File: src/adc_seq_defines.svh
// Offsets, field positions, reset values and timing counts for the converter control block.
// Assumes a 32-bit Wishbone bus, one register to each aligned word.
`ifndef ADC_SEQ_DEFINES_SVH
`define ADC_SEQ_DEFINES_SVH
// Register indices; byte address is four times the index
`define IDX_PORT_ANALOG_CONFIG   8'hae
`define IDX_MODE_CONTROL         8'hb1
`define IDX_RESULT_HIGH          8'hb2
`define IDX_CLOCK_RESULT_LOW     8'hb3
`define ADR_WIDTH                12
// Mode register fields
`define MODE_ENABLE_BIT          7
`define MODE_START_BIT           6
`define MODE_DONE_BIT            5
`define MODE_GATE_BIT            4
`define MODE_RESET               8'h00
// Clock and low-result register fields
`define CLK_SEL_HI_BIT           6
`define CLK_RES_BIT              5
`define CLK_SEL_LO_BIT           4
`define CLKCFG_RESET             3'h0
`define ANALOG_CFG_RESET         8'h00
// Converter clock divide limits (divide ratio minus one)
`define DIV_LIMIT_16             4'hf
`define DIV_LIMIT_8              4'h7
`define DIV_LIMIT_1              4'h0
`define DIV_LIMIT_2              4'h1
// 16 periods of converter clock / 4
`define CONV_QUARTER_PERIODS     16
`define CONV_CLK_PER_PERIOD      4
`define CONV_TICKS               (`CONV_QUARTER_PERIODS * `CONV_CLK_PER_PERIOD)
`define NUM_INPUTS               8
`endif

File: src/adc_seq_pkg.sv
// Types shared by the converter control block.
// Uses nothing from adc_seq_defines.svh; the state codes are numeric constants set here.
package adc_seq_pkg;
  typedef struct packed {
    logic       enable;
    logic       start;
    logic       done;
    logic       gate;
    logic [3:0] input_select;
  } mode_t;
  typedef struct packed {
    logic sel_hi;
    logic resolution;
    logic sel_lo;
  } clkcfg_t;
  typedef enum logic [1:0] {
    ST_IDLE    = 2'b00,
    ST_CONVERT = 2'b01
  } conv_state_t;
endpackage

File: src/adc_sequencer_control.sv
// Control, timing and result registers for an eight-input 12-bit converter.
// Assumes a classic Wishbone master and an external analog core that presents its code on conv_code_i.
`timescale 1ns/10ps
`include "adc_seq_defines.svh"

// Functional notes
// [RULE1] Conversion starts only when a write sets gate and start together.
// [RULE2] At completion done rises and the 12-bit code is captured.
// [RULE3] Done reads zero while converting; completion sets done and clears start.
// [RULE4] Start bit is bit 6 of mode register: 0 stop, 1 converting.
// [RULE5] Gate bit 4 low disconnects all inputs; high connects the selected one.
// [RULE6] Select codes 0000 to 0111 route inputs zero to seven.
// [RULE7] Enable changes no pin direction or pull-up; software sets the pin.
// [RULE8] Clock select 00 /16, 01 /8, 10 undivided, 11 /2.
// [RULE9] Resolution bit 5: zero 8-bit, one 12-bit.
// [RULE10] Low nibble bits 3..0 are read-only result bits 3..0.
// [RULE11] High byte is read-only result bits 11..4.
// [RULE12] 8-bit mode updates high byte only; 12-bit mode updates both.
// [RULE13] Unsigned code, 4096 steps, zero to all ones.
// [RULE14] High byte is not reset.
// [RULE15] Low nibble is not reset; clock and resolution bits reset to zero.
// [RULE16] Only the selected pin is connected; others stay digital.
// [RULE17] Analog-config bit one blocks digital use of its pin; reset zero.
// [RULE18] Set analog-config bit isolates the whole digital input path.
// [RULE19] Software wanting middle resolution uses 12-bit and drops low bits.
// [RULE20] Conversion lasts 64 converter clock cycles.
// [RULE21] Writing start one clears done until the new conversion ends; the code clears done only when the same write also sets gate, in idle.
// [RULE22] High byte and low nibble update together at conversion end.
module adc_sequencer_control #(
  parameter int CONV_TICKS = `CONV_TICKS
) (
  input  wire logic                   clk_i,
  input  wire logic                   rst_i,
  input  wire logic                   cyc_i,
  input  wire logic                   stb_i,
  input  wire logic                   we_i,
  input  wire logic [`ADR_WIDTH-1:0]  adr_i,
  input  wire logic [3:0]             sel_i,
  input  wire logic [31:0]            dat_i,
  output logic      [31:0]            dat_o,
  output logic                        ack_o,
  input  wire logic [11:0]            conv_code_i,
  output logic                        converter_enable_o,
  output logic                        conv_sample_o,
  output logic [`NUM_INPUTS-1:0]      analog_connect_o,
  output logic [`NUM_INPUTS-1:0]      digital_isolate_o
);
  import adc_seq_pkg::*;

  localparam logic [`ADR_WIDTH-1:0] ADR_CFG  = `ADR_WIDTH'(`IDX_PORT_ANALOG_CONFIG * 4);
  localparam logic [`ADR_WIDTH-1:0] ADR_MODE = `ADR_WIDTH'(`IDX_MODE_CONTROL * 4);
  localparam logic [`ADR_WIDTH-1:0] ADR_HIGH = `ADR_WIDTH'(`IDX_RESULT_HIGH * 4);
  localparam logic [`ADR_WIDTH-1:0] ADR_LOW  = `ADR_WIDTH'(`IDX_CLOCK_RESULT_LOW * 4);

  mode_t       mode_reg;
  clkcfg_t     clkcfg_reg;
  logic [7:0]  analog_cfg_reg;
  logic [7:0]  result_high_reg;
  logic [3:0]  result_low_reg;
  conv_state_t state_reg;
  logic [3:0]  div_cnt_reg;
  logic [6:0]  tick_cnt_reg;
  logic [11:0] code_meta_reg;
  logic [11:0] code_sync_reg;
  logic        wr_ok;
  logic        wr_mode;
  logic        tick;
  logic        finish;
  logic        start_req;
  logic        stop_req;
  mode_t       wmode;

  // Divide limit for the two clock select bits
  function automatic logic [3:0] div_limit(input logic hi, input logic lo);
    case ({hi, lo})
      2'b00:   div_limit = `DIV_LIMIT_16;
      2'b01:   div_limit = `DIV_LIMIT_8;
      2'b10:   div_limit = `DIV_LIMIT_1;
      default: div_limit = `DIV_LIMIT_2;
    endcase
  endfunction

  // Writes land at the edge where the master sees ack, so a dropped request never half-writes
  assign wr_ok     = cyc_i && stb_i && we_i && ack_o && sel_i[0];
  assign wr_mode   = wr_ok && (adr_i == ADR_MODE);
  assign wmode     = mode_t'(dat_i[7:0]);
  assign start_req = wr_mode && wmode.start && wmode.gate && (state_reg == ST_IDLE); // RULE1
  assign stop_req  = wr_mode && !wmode.start;
  assign tick      = (state_reg == ST_CONVERT) &&
                     (div_cnt_reg == div_limit(clkcfg_reg.sel_hi, clkcfg_reg.sel_lo)); // RULE8
  assign finish    = tick && (tick_cnt_reg == 7'(CONV_TICKS - 1)); // RULE20

  // Wishbone ack: one cycle after request, dropped the next cycle
  always_ff @(posedge clk_i) begin
    if (rst_i) begin
      ack_o <= 1'b0;
    end else begin
      ack_o <= cyc_i && stb_i && !ack_o;
    end
  end

  // Read data; unmapped addresses read zero
  always_ff @(posedge clk_i) begin
    if (rst_i) begin
      dat_o <= 32'h0000_0000;
    end else if (cyc_i && stb_i && !we_i && !ack_o) begin
      if (adr_i == ADR_CFG) begin
        dat_o <= {24'h00_0000, analog_cfg_reg};
      end else if (adr_i == ADR_MODE) begin
        dat_o <= {24'h00_0000, mode_reg};
      end else if (adr_i == ADR_HIGH) begin
        dat_o <= {24'h00_0000, result_high_reg}; // RULE11
      end else if (adr_i == ADR_LOW) begin
        dat_o <= {24'h00_0000, 1'b0, clkcfg_reg.sel_hi, clkcfg_reg.resolution,
                  clkcfg_reg.sel_lo, result_low_reg}; // RULE10
      end else begin
        dat_o <= 32'h0000_0000;
      end
    end else begin
      dat_o <= 32'h0000_0000;
    end
  end

  // Analog configuration register
  always_ff @(posedge clk_i) begin
    if (rst_i) begin
      analog_cfg_reg <= `ANALOG_CFG_RESET; // RULE17
    end else if (wr_ok && (adr_i == ADR_CFG)) begin
      analog_cfg_reg <= dat_i[7:0];
    end
  end

  // Clock select and resolution; low nibble is read-only
  always_ff @(posedge clk_i) begin
    if (rst_i) begin
      clkcfg_reg <= clkcfg_t'(`CLKCFG_RESET); // RULE15
    end else if (wr_ok && (adr_i == ADR_LOW)) begin
      clkcfg_reg.sel_hi     <= dat_i[`CLK_SEL_HI_BIT];
      clkcfg_reg.resolution <= dat_i[`CLK_RES_BIT]; // RULE9
      clkcfg_reg.sel_lo     <= dat_i[`CLK_SEL_LO_BIT];
    end
  end

  // Mode register; completion wins over a software write of start in the same cycle
  always_ff @(posedge clk_i) begin
    if (rst_i) begin
      mode_reg <= mode_t'(`MODE_RESET);
    end else begin
      if (wr_mode) begin
        mode_reg.enable       <= wmode.enable;
        mode_reg.gate         <= wmode.gate;
        mode_reg.input_select <= wmode.input_select;
      end
      if (finish) begin
        mode_reg.done  <= 1'b1; // RULE3
        mode_reg.start <= 1'b0; // RULE3
      end else if (start_req) begin
        mode_reg.start <= 1'b1; // RULE4
        mode_reg.done  <= 1'b0; // RULE21
      end else if (stop_req) begin
        mode_reg.start <= 1'b0; // RULE4
      end
    end
  end

  // Sequencer state
  always_ff @(posedge clk_i) begin
    if (rst_i) begin
      state_reg <= ST_IDLE;
    end else begin
      case (state_reg)
        ST_IDLE: begin
          if (start_req) begin
            state_reg <= ST_CONVERT;
          end
        end
        ST_CONVERT: begin
          // Clearing start or gate aborts; the result stays as it was
          if (finish || stop_req || (wr_mode && !wmode.gate)) begin
            state_reg <= ST_IDLE;
          end
        end
        default: state_reg <= ST_IDLE;
      endcase
    end
  end

  // Converter clock divider and tick counter
  always_ff @(posedge clk_i) begin
    if (rst_i || (state_reg != ST_CONVERT)) begin
      div_cnt_reg  <= 4'h0;
      tick_cnt_reg <= 7'h00;
    end else if (tick) begin
      div_cnt_reg  <= 4'h0;
      tick_cnt_reg <= tick_cnt_reg + 7'h01;
    end else begin
      div_cnt_reg  <= div_cnt_reg + 4'h1;
    end
  end

  // Code from the analog core is asynchronous; two stages before use
  always_ff @(posedge clk_i) begin
    code_meta_reg <= conv_code_i;
    code_sync_reg <= code_meta_reg;
  end

  // Result registers carry no reset, so the high byte reads unknown until the first conversion, the low nibble until the first 12-bit one
  always_ff @(posedge clk_i) begin
    if (finish) begin
      result_high_reg <= code_sync_reg[11:4]; // RULE2 RULE13 RULE14 RULE22
      if (clkcfg_reg.resolution) begin
        result_low_reg <= code_sync_reg[3:0]; // RULE12 RULE15
      end
    end
  end

  // Pin side controls; enable touches no pin direction or pull-up
  always_ff @(posedge clk_i) begin
    if (rst_i) begin
      converter_enable_o <= 1'b0;
      conv_sample_o      <= 1'b0;
      analog_connect_o   <= '0;
      digital_isolate_o  <= '0;
    end else begin
      converter_enable_o <= mode_reg.enable; // RULE7
      conv_sample_o      <= (state_reg == ST_CONVERT);
      digital_isolate_o  <= analog_cfg_reg; // RULE18
      for (int i = 0; i < `NUM_INPUTS; i++) begin
        // Select codes above seven connect nothing
        analog_connect_o[i] <= mode_reg.gate &&
                               (mode_reg.input_select == 4'(i)); // RULE5 RULE6 RULE16
      end
    end
  end

  // Helper: clock cycles spent in one conversion
  logic [11:0] conv_cycles_reg;
  always_ff @(posedge clk_i) begin
    if (rst_i || (state_reg != ST_CONVERT)) begin
      conv_cycles_reg <= 12'h000;
    end else begin
      conv_cycles_reg <= conv_cycles_reg + 12'h001;
    end
  end
endmodule

File: config.mk
export PLATFORM = sky130hd
export DESIGN_NAME = adc_sequencer_control
export DESIGN_NICKNAME = d
export VERILOG_FILES = /design/src/adc_seq_pkg.sv /design/src/adc_sequencer_control.sv
export VERILOG_INCLUDE_DIRS = /design/src
export SDC_FILE = /design/constraint.sdc
export NUM_CORES = 1
export LEC_CHECK = 0
export ABC_AREA = 1
export BUFFER_PORTS_ARGS = -buffer_cell sky130_fd_sc_hd__buf_2
export CAP_MARGIN = 20
export CORE_MARGIN = 10
export CORE_UTILIZATION = 40
export CTS_BUF_LIST = sky130_fd_sc_hd__clkbuf_4
export DETAILED_ROUTE_END_ITERATION = 8
export HOLD_SLACK_MARGIN = 0.05
export PLACE_DENSITY = 0.66
export SLEW_MARGIN = 20
export SYNTH_ARGS = -nofsm -noshare
export SYNTH_HDL_FRONTEND = slang
export SYNTH_SLANG_ARGS = --single-unit
File: constraint.sdc
create_clock -name clk_i -period 1.8 [get_ports clk_i]
set_input_delay 0.18 -clock clk_i [delete_from_list [all_inputs] [get_ports clk_i]]
set_output_delay 0.18 -clock clk_i [all_outputs]
set_load 0.01 [all_outputs]
**Word-level counts from Yosys, hierarchy flattened**

Cells that the tools add are included.

- Bits in registers: 119
- Bits of input ports: 65
- Output and inout bits: 51
- Word-level logic and storage cells: 100

- Add/subtract/negate cells: 2
- Equality and inequality tests: 19
- Multiplexer cells: 12
- Bitwise logic cells: 1
- Reduce and logical (&&, ||, !) cells: 43

Operators with widths:

| kind | count |
|---|---|
| == test 12 x 10 -> 1 bit (second input constant) | 4 |
| logical AND 1 bit | 25 |
| 2-to-1 mux 8 bit | 3 |
| == test 4 x 3 -> 1 bit (second input constant) | 4 |
| one-hot mux 4 bit (3 select lines) | 1 |
| == test 4 x 2 -> 1 bit (second input constant) | 2 |
| adder 7 x 1 -> 7 bit (second input constant) | 1 |
| == test 7 x 6 -> 1 bit (second input constant) | 1 |
| 2-to-1 mux 7 bit | 1 |
| OR reduction 2 bit | 3 |
| OR reduction 5 bit | 1 |
| adder 4 x 1 -> 4 bit (second input constant) | 1 |
| == test 2 x 1 -> 1 bit (second input constant) | 2 |
| == test 4 x 1 -> 1 bit (second input constant) | 1 |
| == test 4 bit | 1 |
| zero test 1 bit | 4 |
| zero test 2 bit | 2 |
| zero test 4 bit | 1 |
| 2-to-1 mux 1 bit | 4 |
| 2-to-1 mux 2 bit | 2 |
| != test 2 x 1 -> 1 bit (second input constant) | 2 |
| one-hot mux 2 bit (2 select lines) | 1 |
| AND reduction 2 bit | 2 |
| nonzero test 2 bit | 2 |
| other kinds (4) | 6 |

**Longest topological paths before layout**

Gate-level depths: netlist of the first run.

- Depth in word-level cells: 10
- Depth in mapped cells: 9
- Depth with buffers taken out: 9

**Worst setup path after synthesis of the first run**

No wires, ideal clock.

- Path kind: flip-flop to flip-flop
- Start: reg clkcfg_reg[2] in the netlist's numbering
- End: reg result_low_reg[0] (enable)
- Arrival time: 1.157 ns
- Data required time: 1.471 ns
- Setup slack: 0.314 ns
- Cell stages (with the launch flop): 9
- Clock period less this slack: 1.486 ns
- Cell sequence: dfxtp_1 -> inv_2 -> nor2_1 -> nand2_1 -> nand2_1 -> nand3_1 -> nor2_1 -> nand4_1 -> nor2_1

- Cells in the longest elaborated chain, start to end: 6

RTL lines:

| what | RTL line | RTL |
|---|---|---|
| start, declared | adc_sequencer_control.sv:56 | `clkcfg_t clkcfg_reg;` |
| start signal, assigned | adc_sequencer_control.sv:136 | `` clkcfg_reg <= clkcfg_t'(`CLKCFG_RESET); `` |
| == test 2 bit, or another cell as far along | adc_sequencer_control.sv:75 | `case ({hi, lo})` |
| one-hot mux 4 bit (3 select lines) * | adc_sequencer_control.sv:75 |  |
| == test 4 bit * | adc_sequencer_control.sv:90 | `(div_cnt_reg == div_limit(clkcfg_reg.sel_hi, clkcfg_reg.sel_lo));` |
| logical AND 1 bit * | adc_sequencer_control.sv:89 | `assign tick = (state_reg == ST_CONVERT) &&` |
| logical AND 1 bit * | adc_sequencer_control.sv:91 | `assign finish = tick && (tick_cnt_reg == 7'(CONV_TICKS - 1));` |
| AND reduction 2 bit (no line) * | - |  |
| end signal, assigned | adc_sequencer_control.sv:212 | `result_low_reg <= code_sync_reg[3:0];` |
| end, declared | adc_sequencer_control.sv:59 | `logic [3:0] result_low_reg;` |

Mark *: on every way between the ends. The rest lies on a longest branch, timed or not.
A chain may end at the register's enable or synchronous reset.

**Worst setup path after layout of the first run**

- Start: in stb_i
- End: reg dat_o[4]

- Cells in the longest elaborated chain, start to end: 5

RTL lines:

| what | RTL line | RTL |
|---|---|---|
| start, declared | adc_sequencer_control.sv:35 | `input wire logic stb_i,` |
| logical AND 1 bit (3 in a row) | adc_sequencer_control.sv:106 | `end else if (cyc_i && stb_i && !we_i && !ack_o) begin` |
| inverter 1 bit (no line) | - |  |
| OR reduction 2 bit (no line) | - |  |
| end signal, assigned | adc_sequencer_control.sv:108 | `dat_o <= {24'h00_0000, analog_cfg_reg};` |
| end signal, assigned | adc_sequencer_control.sv:110 | `dat_o <= {24'h00_0000, mode_reg};` |
| end signal, assigned | adc_sequencer_control.sv:112 | `dat_o <= {24'h00_0000, result_high_reg};` |
| end, declared | adc_sequencer_control.sv:40 | `output logic [31:0] dat_o,` |

Every way passes these cells.

==> metrics.md, run 1 <==
| Metric | Value |
|---|---|
| First-pass GRT wire length | 11.6 mm |
| Synth Area in Compound Gates | a little under 8% |
| Maxcap violations | 0 |
| Mapped Cells | a little under 400 |
| Die width | approximately 110 µm |
| Synth top area cells | dfxtp_1 47%, edfxtp_1 10%, nor2_1 7.2%, buf_4 5.2%, o21ai_0 5.0% |
| Post-place setup slack | approximately 0.1 ns |
| Drt initial violations | 60 |
| Initial Util | 41.8% |
| Non-filler cells, final | about 600 |
| I/O pins | between 100 and 150 |
| Startpoint Class | primary input |
| Via density | between 4 and 5 |
| Clk_skew | approximately 0.015 ns |
| Worst path bufs/invs | 4 |
| Tot GR Track Use | between 10% and 20% |
| M1 WL | 3.13 mm |
| PD cells | 824 mW/mm² |
| Leak | around 0.0018 µW |
| Endpoints failing hold | 0 |
| Status | finished, final reports clean |
| Critical path launch point | stb_i |
| CTS tree | built |
| Root Buffer | clkbuf_4 |
| Chip Height | about 110 µm |
| Core area | 0.00834 mm² |
| Die footprint | 0.0128 mm² |
| Slowest-stage cell, CP | dlygate4sd3_1 |
| Final TNS setup | 0 ns |
| Port-buffer cells | 64 |
| Area of the multi-input gates | 0.00118 mm² |
| Top routing layer in use | met4 |
| Min-Delay Path Class | in2reg |
| Achievable Freq | approximately 600 MHz |
| Inst Count DP | 562 |
| TritonCTS Buffers | 9 |
| Netlist Area Pre-Place | between 0.003 and 0.004 mm² |
| Share of post-route cells with drive strength above 1 | roughly 20% |
| Commonest non-fill, non-tap cells in the layout | 82 x dfxtp_1, 66 x nor2_1, 64 x buf_2, 45 x nand2_1, 37 x inv_1 |
| Post-DP Area | ~0.0038 mm² |
| Cell area after layout | approximately 0.0042 mm² |
| Post-synthesis sequential area ratio | between 50% and 60% |
| Critical path's top delay family | buffers and inverters |
| # rows | 33 |
| Largest family of logic cells by synthesized area | simple AND/OR/NAND/NOR gates |
| Crit path cell chain | dlygate4sd3_1, buf_2, nand2_1, dlygate4sd3_1, nor3_1, nand2_1, inv_2, o21ai_0, nor2_1 |
| Routed wire length | between 7 and 8 mm |
| Yosys warnings | 0 |
| DR WL/cell | between 10 and 15 µm |
| Final worst slack | roughly 0.14 ns |
| Vias in the first global route | ~2500 |
| Power, Total | about 3500 µW |
| Final Slew Violations | 0 |
| # DRC | 0 |
| Htree depth | 3 |
| DR pass1 iterations | 4 |
| Layout fillers | just over 800 |
| CP required | about 2.2 ns |
| Hold_sp | rst_i |
| Synth Area in Simple Gates | approximately a fifth |
| Crit. End Element | flip-flop |
| Setup Viol. Count Final | 0 |
| Final Critical Period | between 1.5 and 2 ns |
| Hpwl dp | 5.42 mm |
| Worst path max stage delay | roughly 0.56 ns |
| Worst-case clock buffer depth | 2 |
| Crit Path Class | in2reg |
| Pin count of the biggest net entering global routing | 25 |
| Clock-pin slew on the worst setup and hold paths | approximately 0.15 ns |
| Register area | 0.00200 mm² |
| Routed wl met2 | 3.46 mm |
| #FFs+latches synth | 94 |
| CTS Sinks | 94 |
| Area leader, netlist | dfxtp_1 |
| Synth cell types | 28 |
| Syn avg cell area | roughly 9 µm² |
| Arrival @ worst endpoint | approximately 2.0 ns |
| Share of the synthesized area in the top cell type | between 40% and 50% |
| Nets@finish | around 560 |
| Adder-cell share of the synthesized area | 0.718% |
| RSZ-0062 raised after global routing | false |
| Final RePlAce weighted congestion | about 0.83 |
| Mux cell area share after synthesis | 0% |
| Final Cycle Share | between 90% and 100% |
| GRT Residual Overflow | 0 |
| Worst R2R Start | clkcfg_reg[0] |
| Antenna Nets Post-Route | 0 |
| Via count | between 2000 and 3000 |
| Xor/xnor share of the synthesized area | under 10% |
| VDD IR-drop max | between 0.4 and 0.5 mV |
| Clk_lat worst skew | 0.43 ns |
| Crit path max fanout | 8 |
| Initial antenna violation count | 1 |
| Commonest non-fill, non-tap cell in the layout | dfxtp_1 |
| Synthesis-to-finish area growth | 20.5% |
| Metal3 WL | around 430 µm |
[worst reg2reg max path: cells and delay by family, from the launching register on]
kind,cells,cell delay [ns]
flops,1,0.37
simple gates,7,1.00
[where the power goes]
| group | internal, µW | leakage, µW | total, µW | switching (µW) |
|---|---|---|---|---|
| sequential | 2150 | 0.000777 | 2160 | 6.66 |
| combinational | 70.8 | 0.000951 | 154 | 82.8 |
| clock | 455 | 0.0000831 | 1150 | 693 |
[cell type report]
| type | instances | share of cell area (%) |
|---|---|---|
| Tap cell | 105 | 3.13 |
| Clock inverter | 6 | 1.64 |
| Multi-Input combinational cell | 251 | 28.1 |
| Timing Repair Buffer | 91 | 13.8 |
| Antenna cell | 1 | 0.0596 |
| Sequential cell | 94 | 47.7 |
| Inverter | 43 | 3.85 |
| Clock buffer | 10 | 1.79 |
[per-layer routing]
layer	track usage [%]	up-vias
met4	6.26	0
met3	3.54	10
met2	17.7	67
met5	0	-
li1	-	1417
met1	12.6	1178
[path summary, 6_finish.rpt]
check                           cells past startpoint  slack (ns)              endpoint
worst max-delay path                                9        0.14              dat_o[4]
worst min-delay path                                2        0.11  digital_isolate_o[4]
worst max register to register                      7        0.15     result_low_reg[2]
worst min register to register                      0        0.34      code_sync_reg[1]
[per-stage QoR]
step                      util, %  hold WS (ns)
after detailed placement     45.8         0.284
after global routing         50.3        0.0986
final                        50.3         0.108
after floorplan                 -         0.208
after CTS                    50.2        0.0837
after global placement       45.8         0.284
[cell families (layout without fill, tap and decap cells)]
logic type,after synthesis,count (layout)
and+or+nand+nor,165,165
buffers and inverters,75,150
other,1,25
xor gates and xnor gates,6,6
adders and majority gates,2,2
DFF,94,94
AOI/OAI and AO/OA,54,54
[cell usage after synthesis]
cell,number
a21oi_1,17
buf_2,3
buf_4,24
buf_6,3
clkbuf_1,2
conb_1,1
dfxtp_1,82
edfxtp_1,12
ha_1,2
inv_1,39
inv_2,4
nand2_1,45
nand2_2,1
nand2_4,1
nand3_1,28
nand3b_1,1
nand4_1,5
nor2_1,67
nor2_2,1
nor2_4,2
nor3_1,12
nor3_4,1
o2111ai_1,1
o21ai_0,35
o21ai_1,1
or2_0,1
xnor2_1,1
xor2_1,5
[timing repair]
action / 4_1_cts / 5_1_grt
endpoints found under the setup margin: 0 / 13
setup buffers: 0 / 0
hold buffers: 22 / 0
endpoints found under the hold margin: 25 / 0
gates resized for setup: 0 / 4
No activity file was read; power rests on OpenSTA's default activity.
==> inputs of run 2 (changes only) <==
ABC_AREA = default   (was 1)
==> run 2 against run 1 <==
Critical path depth down 4. Combinational power up 8%. Via count down 1.2%. Routed wire length up 7.6%. Cell count down 10%. Largest cell class unchanged. Synthesized area down 0.90%. Hold slack better by 0.060 ns. Sequential share of layout area down 0.82 points. Sequential power about the same. Count of clock-buffer cells in the layout unchanged. Clock power about the same. Global-route usage up 0.80 points.
==> metrics.md, run 2 <==
| Metric | Value |
|---|---|
| Status | finished, final reports clean |
| Commonest non-fill, non-tap cell in the layout | dfxtp_1 |
| Final Critical Period | 1.74 ns |
| Drt initial violations | between 100 and 150 |
| Synthesis-to-finish area growth | 24.0% |
| Worst-case clock buffer depth | 2 |
| Syn avg cell area | about 10 µm² |
| Startpoint Class | flip-flop |
| DR WL/cell | between 10 and 15 µm |
| CP required | just under 2 ns |
| # DRC | 0 |
| Yosys warnings | 0 |
| Hpwl dp | 5.84 mm |
| Leak | roughly 0.0017 µW |
| Synth top area cells | dfxtp_1 48%, edfxtp_1 10%, buf_4 5.9%, o21ai_0 4.9%, nand3_1 3.2% |
| Setup Viol. Count Final | 0 |
| Synth Area in Compound Gates | 12.9% |
| Final RePlAce weighted congestion | roughly 0.8 |
| Mux cell area share after synthesis | 0% |
| Adder-cell share of the synthesized area | 0.725% |
| Crit Path Class | reg2reg |
| Clk_lat worst skew | about 0.43 ns |
| PD cells | just over 800 mW/mm² |
| CTS Sinks | 94 |
| Synth async-reset ratio | 0% |
| Share of the synthesized area in the top cell type | between 40% and 50% |
| GRT Residual Overflow | 0 |
| Netlist Area Pre-Place | 0.00345 mm² |
| Arrival @ worst endpoint | approximately 1.9 ns |
| Htree depth | 3 |
| Endpoints failing hold | 0 |
| Number of synthesized flops with an enable pin | 12 |
| R2R cell count | 5 |
| Initial Util | about 42% |
| VDD IR-drop max | 0.357 mV |
| Final Cycle Share | between 90% and 100% |
| Post-place setup slack | roughly 0.056 ns |
| Achievable Freq | roughly 580 MHz |
| Slew @ Worst Pin | 0.542 ns |
| Final worst slack | 0.0634 ns |
| Via count | between 2000 and 3000 |
| Area leader, netlist | dfxtp_1 |
| Via density | around 4.9 |
| DR pass1 iterations | 4 |
| Min-Delay Path Class | in2reg |
| RSZ-0062 raised after global routing | false |
| Post-synth top cells | 82 x dfxtp_1, 34 x o21ai_0, 27 x buf_4 |
| Post-DP Area | roughly 0.0039 mm² |
| Nets@finish | 497 |
| Antenna Nets Post-Route | 0 |
| # rows | 33 |
| Crit. End Element | flip-flop |
| Tot GR Track Use | a little under an eighth |
| Initial antenna violation count | 1 |
| Cell area after layout | 0.00428 mm² |
| Chip Height | roughly 110 µm |
| Layout Utilization | between 50% and 60% |
| First-pass GRT wire length | roughly 13 mm |
| Xor/xnor share of the synthesized area | 0.507% |
| Mapped Cells | 329 |
| TritonCTS Buffers | 9 |
| Die width | roughly 110 µm |
| Post-synthesis sequential area ratio | 58.0% |
| Clock-pin slew on the worst setup and hold paths | around 0.15 ns |
| Power, Total | around 3500 µW |
| Final Slew Violations | 0 |
| I/O pins | ~120 |
| Maxcap violations | 0 |
| Clk_skew | approximately 0.018 ns |
| Largest family of logic cells by synthesized area | simple AND/OR/NAND/NOR gates |
| Commonest non-fill, non-tap cells in the layout | 78 x dfxtp_1, 64 x buf_2, 34 x o21ai_0, 24 x conb_1 |
| Core area | 0.00830 mm² |
| Top-count cell post-synth | dfxtp_1 |
| WHS Path Cells | 5 |
| Crit path max fanout | 6 |
| Share of post-route cells with drive strength above 1 | a little over a quarter |
| Post-CTS Repair Setup Buffers | 0 |
| CTS tree | built |
| Max-slew headroom | between 60% and 70% |
| Routed wire length | 7.68 mm |
| Synth cell types | 47 |
| Root Buffer | clkbuf_4 |
| Main flop type after synthesis | dfxtp_1 |
| Synth Area in Simple Gates | roughly a fifth |
| Final TNS setup | 0 ns |
| Pin count of the biggest net entering global routing | 34 |
| Port-buffer cells | 64 |
| Vias in the first global route | 2615 |
| #FFs+latches synth | between 90 and 100 |
| Die footprint | ~0.013 mm² |
run 2: final timing paths:
check	to	startpoint	slack [ns]
worst min register to register	code_sync_reg[4]	code_meta_reg[4]	0.34
worst min-delay path	dat_o[6]	we_i	0.17
worst max-delay path	result_low_reg[3]	clkcfg_reg[2]	0.06
worst max register to register	result_low_reg[3]	clkcfg_reg[2]	0.06
run 2: cells by family after synthesis:
kind of cell / Yosys count
xor+xnor: 2
buf+inv: 43
simple gates: 110
flops: 94
fa+ha+maj: 2
compound gates: 77
other cells: 1
run 2: repair_timing:
action / in CTS / in global routing
hold buffers: 22 / 0
endpoints found under the setup margin: 0 / 9
resized for setup: 0 / 6
endpoints found under the hold margin: 30 / 0
run 2: critical path: stages, from the launching register on:
cell	delay (ns)
dfxtp_2	0.36
and3b_1	0.27
nor2_1	0.05
or4_4	0.55
inv_6	0.08
and2_4	0.16
run 2: layer usage:
layer | vias to the layer above | global-route usage [%] | part of all wire, %
met5 | - | 0 | 0
li1 | 1347 | - | -
met2 | 99 | 18.9 | 46
met1 | 1181 | 14.1 | 45
met3 | 13 | 3.28 | 7.2
met4 | 0 | 6.35 | 2.3
run 2: cell type report:
type	instances	area, µm²
clock inverters	6	71.3
inverters	4	20.0
multi-input cells	215	1280
fillers	787	4020
repair buffers	106	691
diodes	1	2.50
well taps	105	131
flip-flops and latches	94	2010
clock buffers	10	75.1
run 2: per-stage QoR:
stage | cells | hold WS (ns)
6_report | 541 | 0.168
5_1_grt | 541 | 0.168
4_1_cts | 540 | 0.148
3_5_place_dp | 502 | 0.284
3_3_place_gp | 502 | 0.285
2_1_floorplan | 352 | 0.208
run 2: power by group:
part	switching [µW]	total [µW]	internal, µW
sequential	6.43	2160	2150
clock	698	1150	452
combinational	85.1	166	80.9
total	790	3470	2680
==> inputs of run 3 (changes only) <==
RECOVER_POWER = 100   (was default)
==> run 3 against run 2 <==
Via count down 0.19%. Combinational power is essentially flat. Sequential power hardly changed. Die area stayed put. Count of clock-buffer cells in the layout stayed put. Global-route usage unchanged. Clock skew up 0.0011 ns. Cell count stayed put. Critical path depth unchanged. Non-clock buffer count stayed put. Maximum frequency is 1.1% higher. Critical endpoint unchanged. Largest cell class unchanged. Largest power group unchanged.
==> metrics.md, run 3 (synthesized netlist as in run 2, its figures left out) <==
| Metric | Value |
|---|---|
| Pin count of the biggest net entering global routing | 34 |
| TritonCTS Buffers | 9 |
| Clk_lat worst skew | around 0.44 ns |
| Via density | slightly below 5 |
| Min-Delay Path Class | in2reg |
| Slowest-stage cell, CP | or4_4 |
| Cell area after layout | ~0.0042 mm² |
| Initial Util | about two fifths |
| Critical path's top delay family | simple AND/OR/NAND/NOR gates |
| CP required | between 1.5 and 2 ns |
| Critical path launch point | clkcfg_reg[2] |
| Non-filler cells, final | roughly 540 |
| Clock-pin slew on the worst setup and hold paths | about 0.14 ns |
| Hold_sp | cyc_i |
| Worst R2R Start | clkcfg_reg[2] |
| Final worst slack | between 0.08 and 0.09 ns |
| Inst Count DP | ~500 |
| Root Buffer | clkbuf_4 |
| Crit. End Element | flip-flop |
| Nets@finish | about 500 |
| # DRC | 0 |
| Final Critical Period | between 1.5 and 2 ns |
| # rows | 33 |
| VDD IR-drop max | roughly 0.36 mV |
| Commonest non-fill, non-tap cells in the layout | 78 x dfxtp_1, 36 x buf_2, 35 x o21ai_0, 30 x clkbuf_1, 24 x conb_1 |
| Htree depth | 3 |
| Port-buffer cells | 64 |
| Core area | 0.00830 mm² |
| Final TNS setup | 0 ns |
| Grt met3 use | roughly 3.3% |
| Arrival @ worst endpoint | 1.88 ns |
| First-pass GRT wire length | 12.5 mm |
| DR WL/cell | roughly 14 µm |
| Worst path max stage delay | 0.53 ns |
| Layout Utilization | between 50 and 60% |
| Startpoint Class | flip-flop |
| Final Slew Violations | 0 |
| CTS tree | built |
| Post-place setup slack | 0.0560 ns |
| Initial antenna violation count | 1 |
| Via count | between 2000 and 3000 |
| GR Util met2 | a little under a fifth |
| Die footprint | ~0.013 mm² |
| Setup Viol. Count Final | 0 |
| Chip Height | between 100 and 150 µm |
| Synthesis-to-finish area growth | 22.6% |
| Maxcap violations | 0 |
| Vias in the first global route | 2615 |
| Share of post-route cells with drive strength above 1 | about a fifth |
| M1 GR Usage | between 10 and 15% |
| Crit path cell chain | and3b_1, nor2_1, or4_4, clkinv_2, and2_4 |
| Clk_skew | roughly 0.019 ns |
| Status | finished, final reports clean |
| Crit path max fanout | 6 |
| Worst-case clock buffer depth | 2 |
| Post-DP Area | 0.00389 mm² |
| DR pass1 iterations | 4 |
| Leak | around 0.0016 µW |
| Achievable Freq | around 580 MHz |
| Worst path bufs/invs | 1 |
| PD cells | 821 mW/mm² |
| I/O pins | between 100 and 150 |
| Drt initial violations | 126 |
| Antenna Nets Post-Route | 0 |
| Endpoints failing hold | 0 |
| Most used routing layer | met2 |
| RSZ-0062 raised after global routing | false |
| Hpwl dp | 5.84 mm |
| Final RePlAce weighted congestion | just over 0.8 |
| Commonest non-fill, non-tap cell in the layout | dfxtp_1 |
| CTS Sinks | 94 |
| Crit Path Class | reg2reg |
| Slew @ Worst Pin | ~0.54 ns |
| Tot GR Track Use | roughly an eighth |
| Routed wire length | 7.72 mm |
| Final Cycle Share | approximately 95% |
| Die width | 113 µm |
| GRT Residual Overflow | 0 |
| Max-slew headroom | between 60% and 70% |
run 3: metal layers:
metal  routed length, µm  vias up
met5                   0        -
met4                 164        0
met3                 594       11
met2                3510      100
met1                3450     1176
li1                    -     1348
run 3: final cells by class:
type	count	area (µm²)
clock inverter	6	71.3
timing repair buffer	106	646
antenna	1	2.50
clock buffer	10	75.1
inverter	4	16.3
multi-input combinational	215	1280
tap	105	131
sequential	94	2010
fill	796	4070
run 3: what timing repair did:
item	4_1_cts	5_1_grt
endpoints found under the setup margin	0	9
buffers inserted	0	0
hold endpoints to repair	30	0
hold buffers	22	0
resized for setup	0	6
run 3: worst min-delay path, stage by stage:
cell,delay (ns)
buf_2,0.11
nand2_1,0.10
nor2b_1,0.10
nand3_1,0.09
a21oi_1,0.05
run 3: worst paths after layout:
check,end,cells after the start,slack (ns)
setup / recovery,result_low_reg[3],5,0.08
hold / removal,mode_reg[7],5,0.23
setup reg to reg,result_low_reg[3],5,0.08
hold reg to reg,code_sync_reg[4],0,0.34
run 3: through the flow:
step	hold WS (ns)	total power, µW
after global routing	0.216	3610
after CTS	0.148	3500
after floorplan	0.208	2300
after detailed placement	0.284	2330
after global placement	0.285	2330
final	0.229	3470
run 3: power by group:
group / total, µW / internal, µW / switching, µW / leakage, µW
Clock: 1150 / 452 / 699 / 0.0000785
Combinational: 165 / 79.8 / 85.2 / 0.000733
Sequential: 2160 / 2150 / 6.45 / 0.000779
Total: 3470 / 2680 / 791 / 0.00159
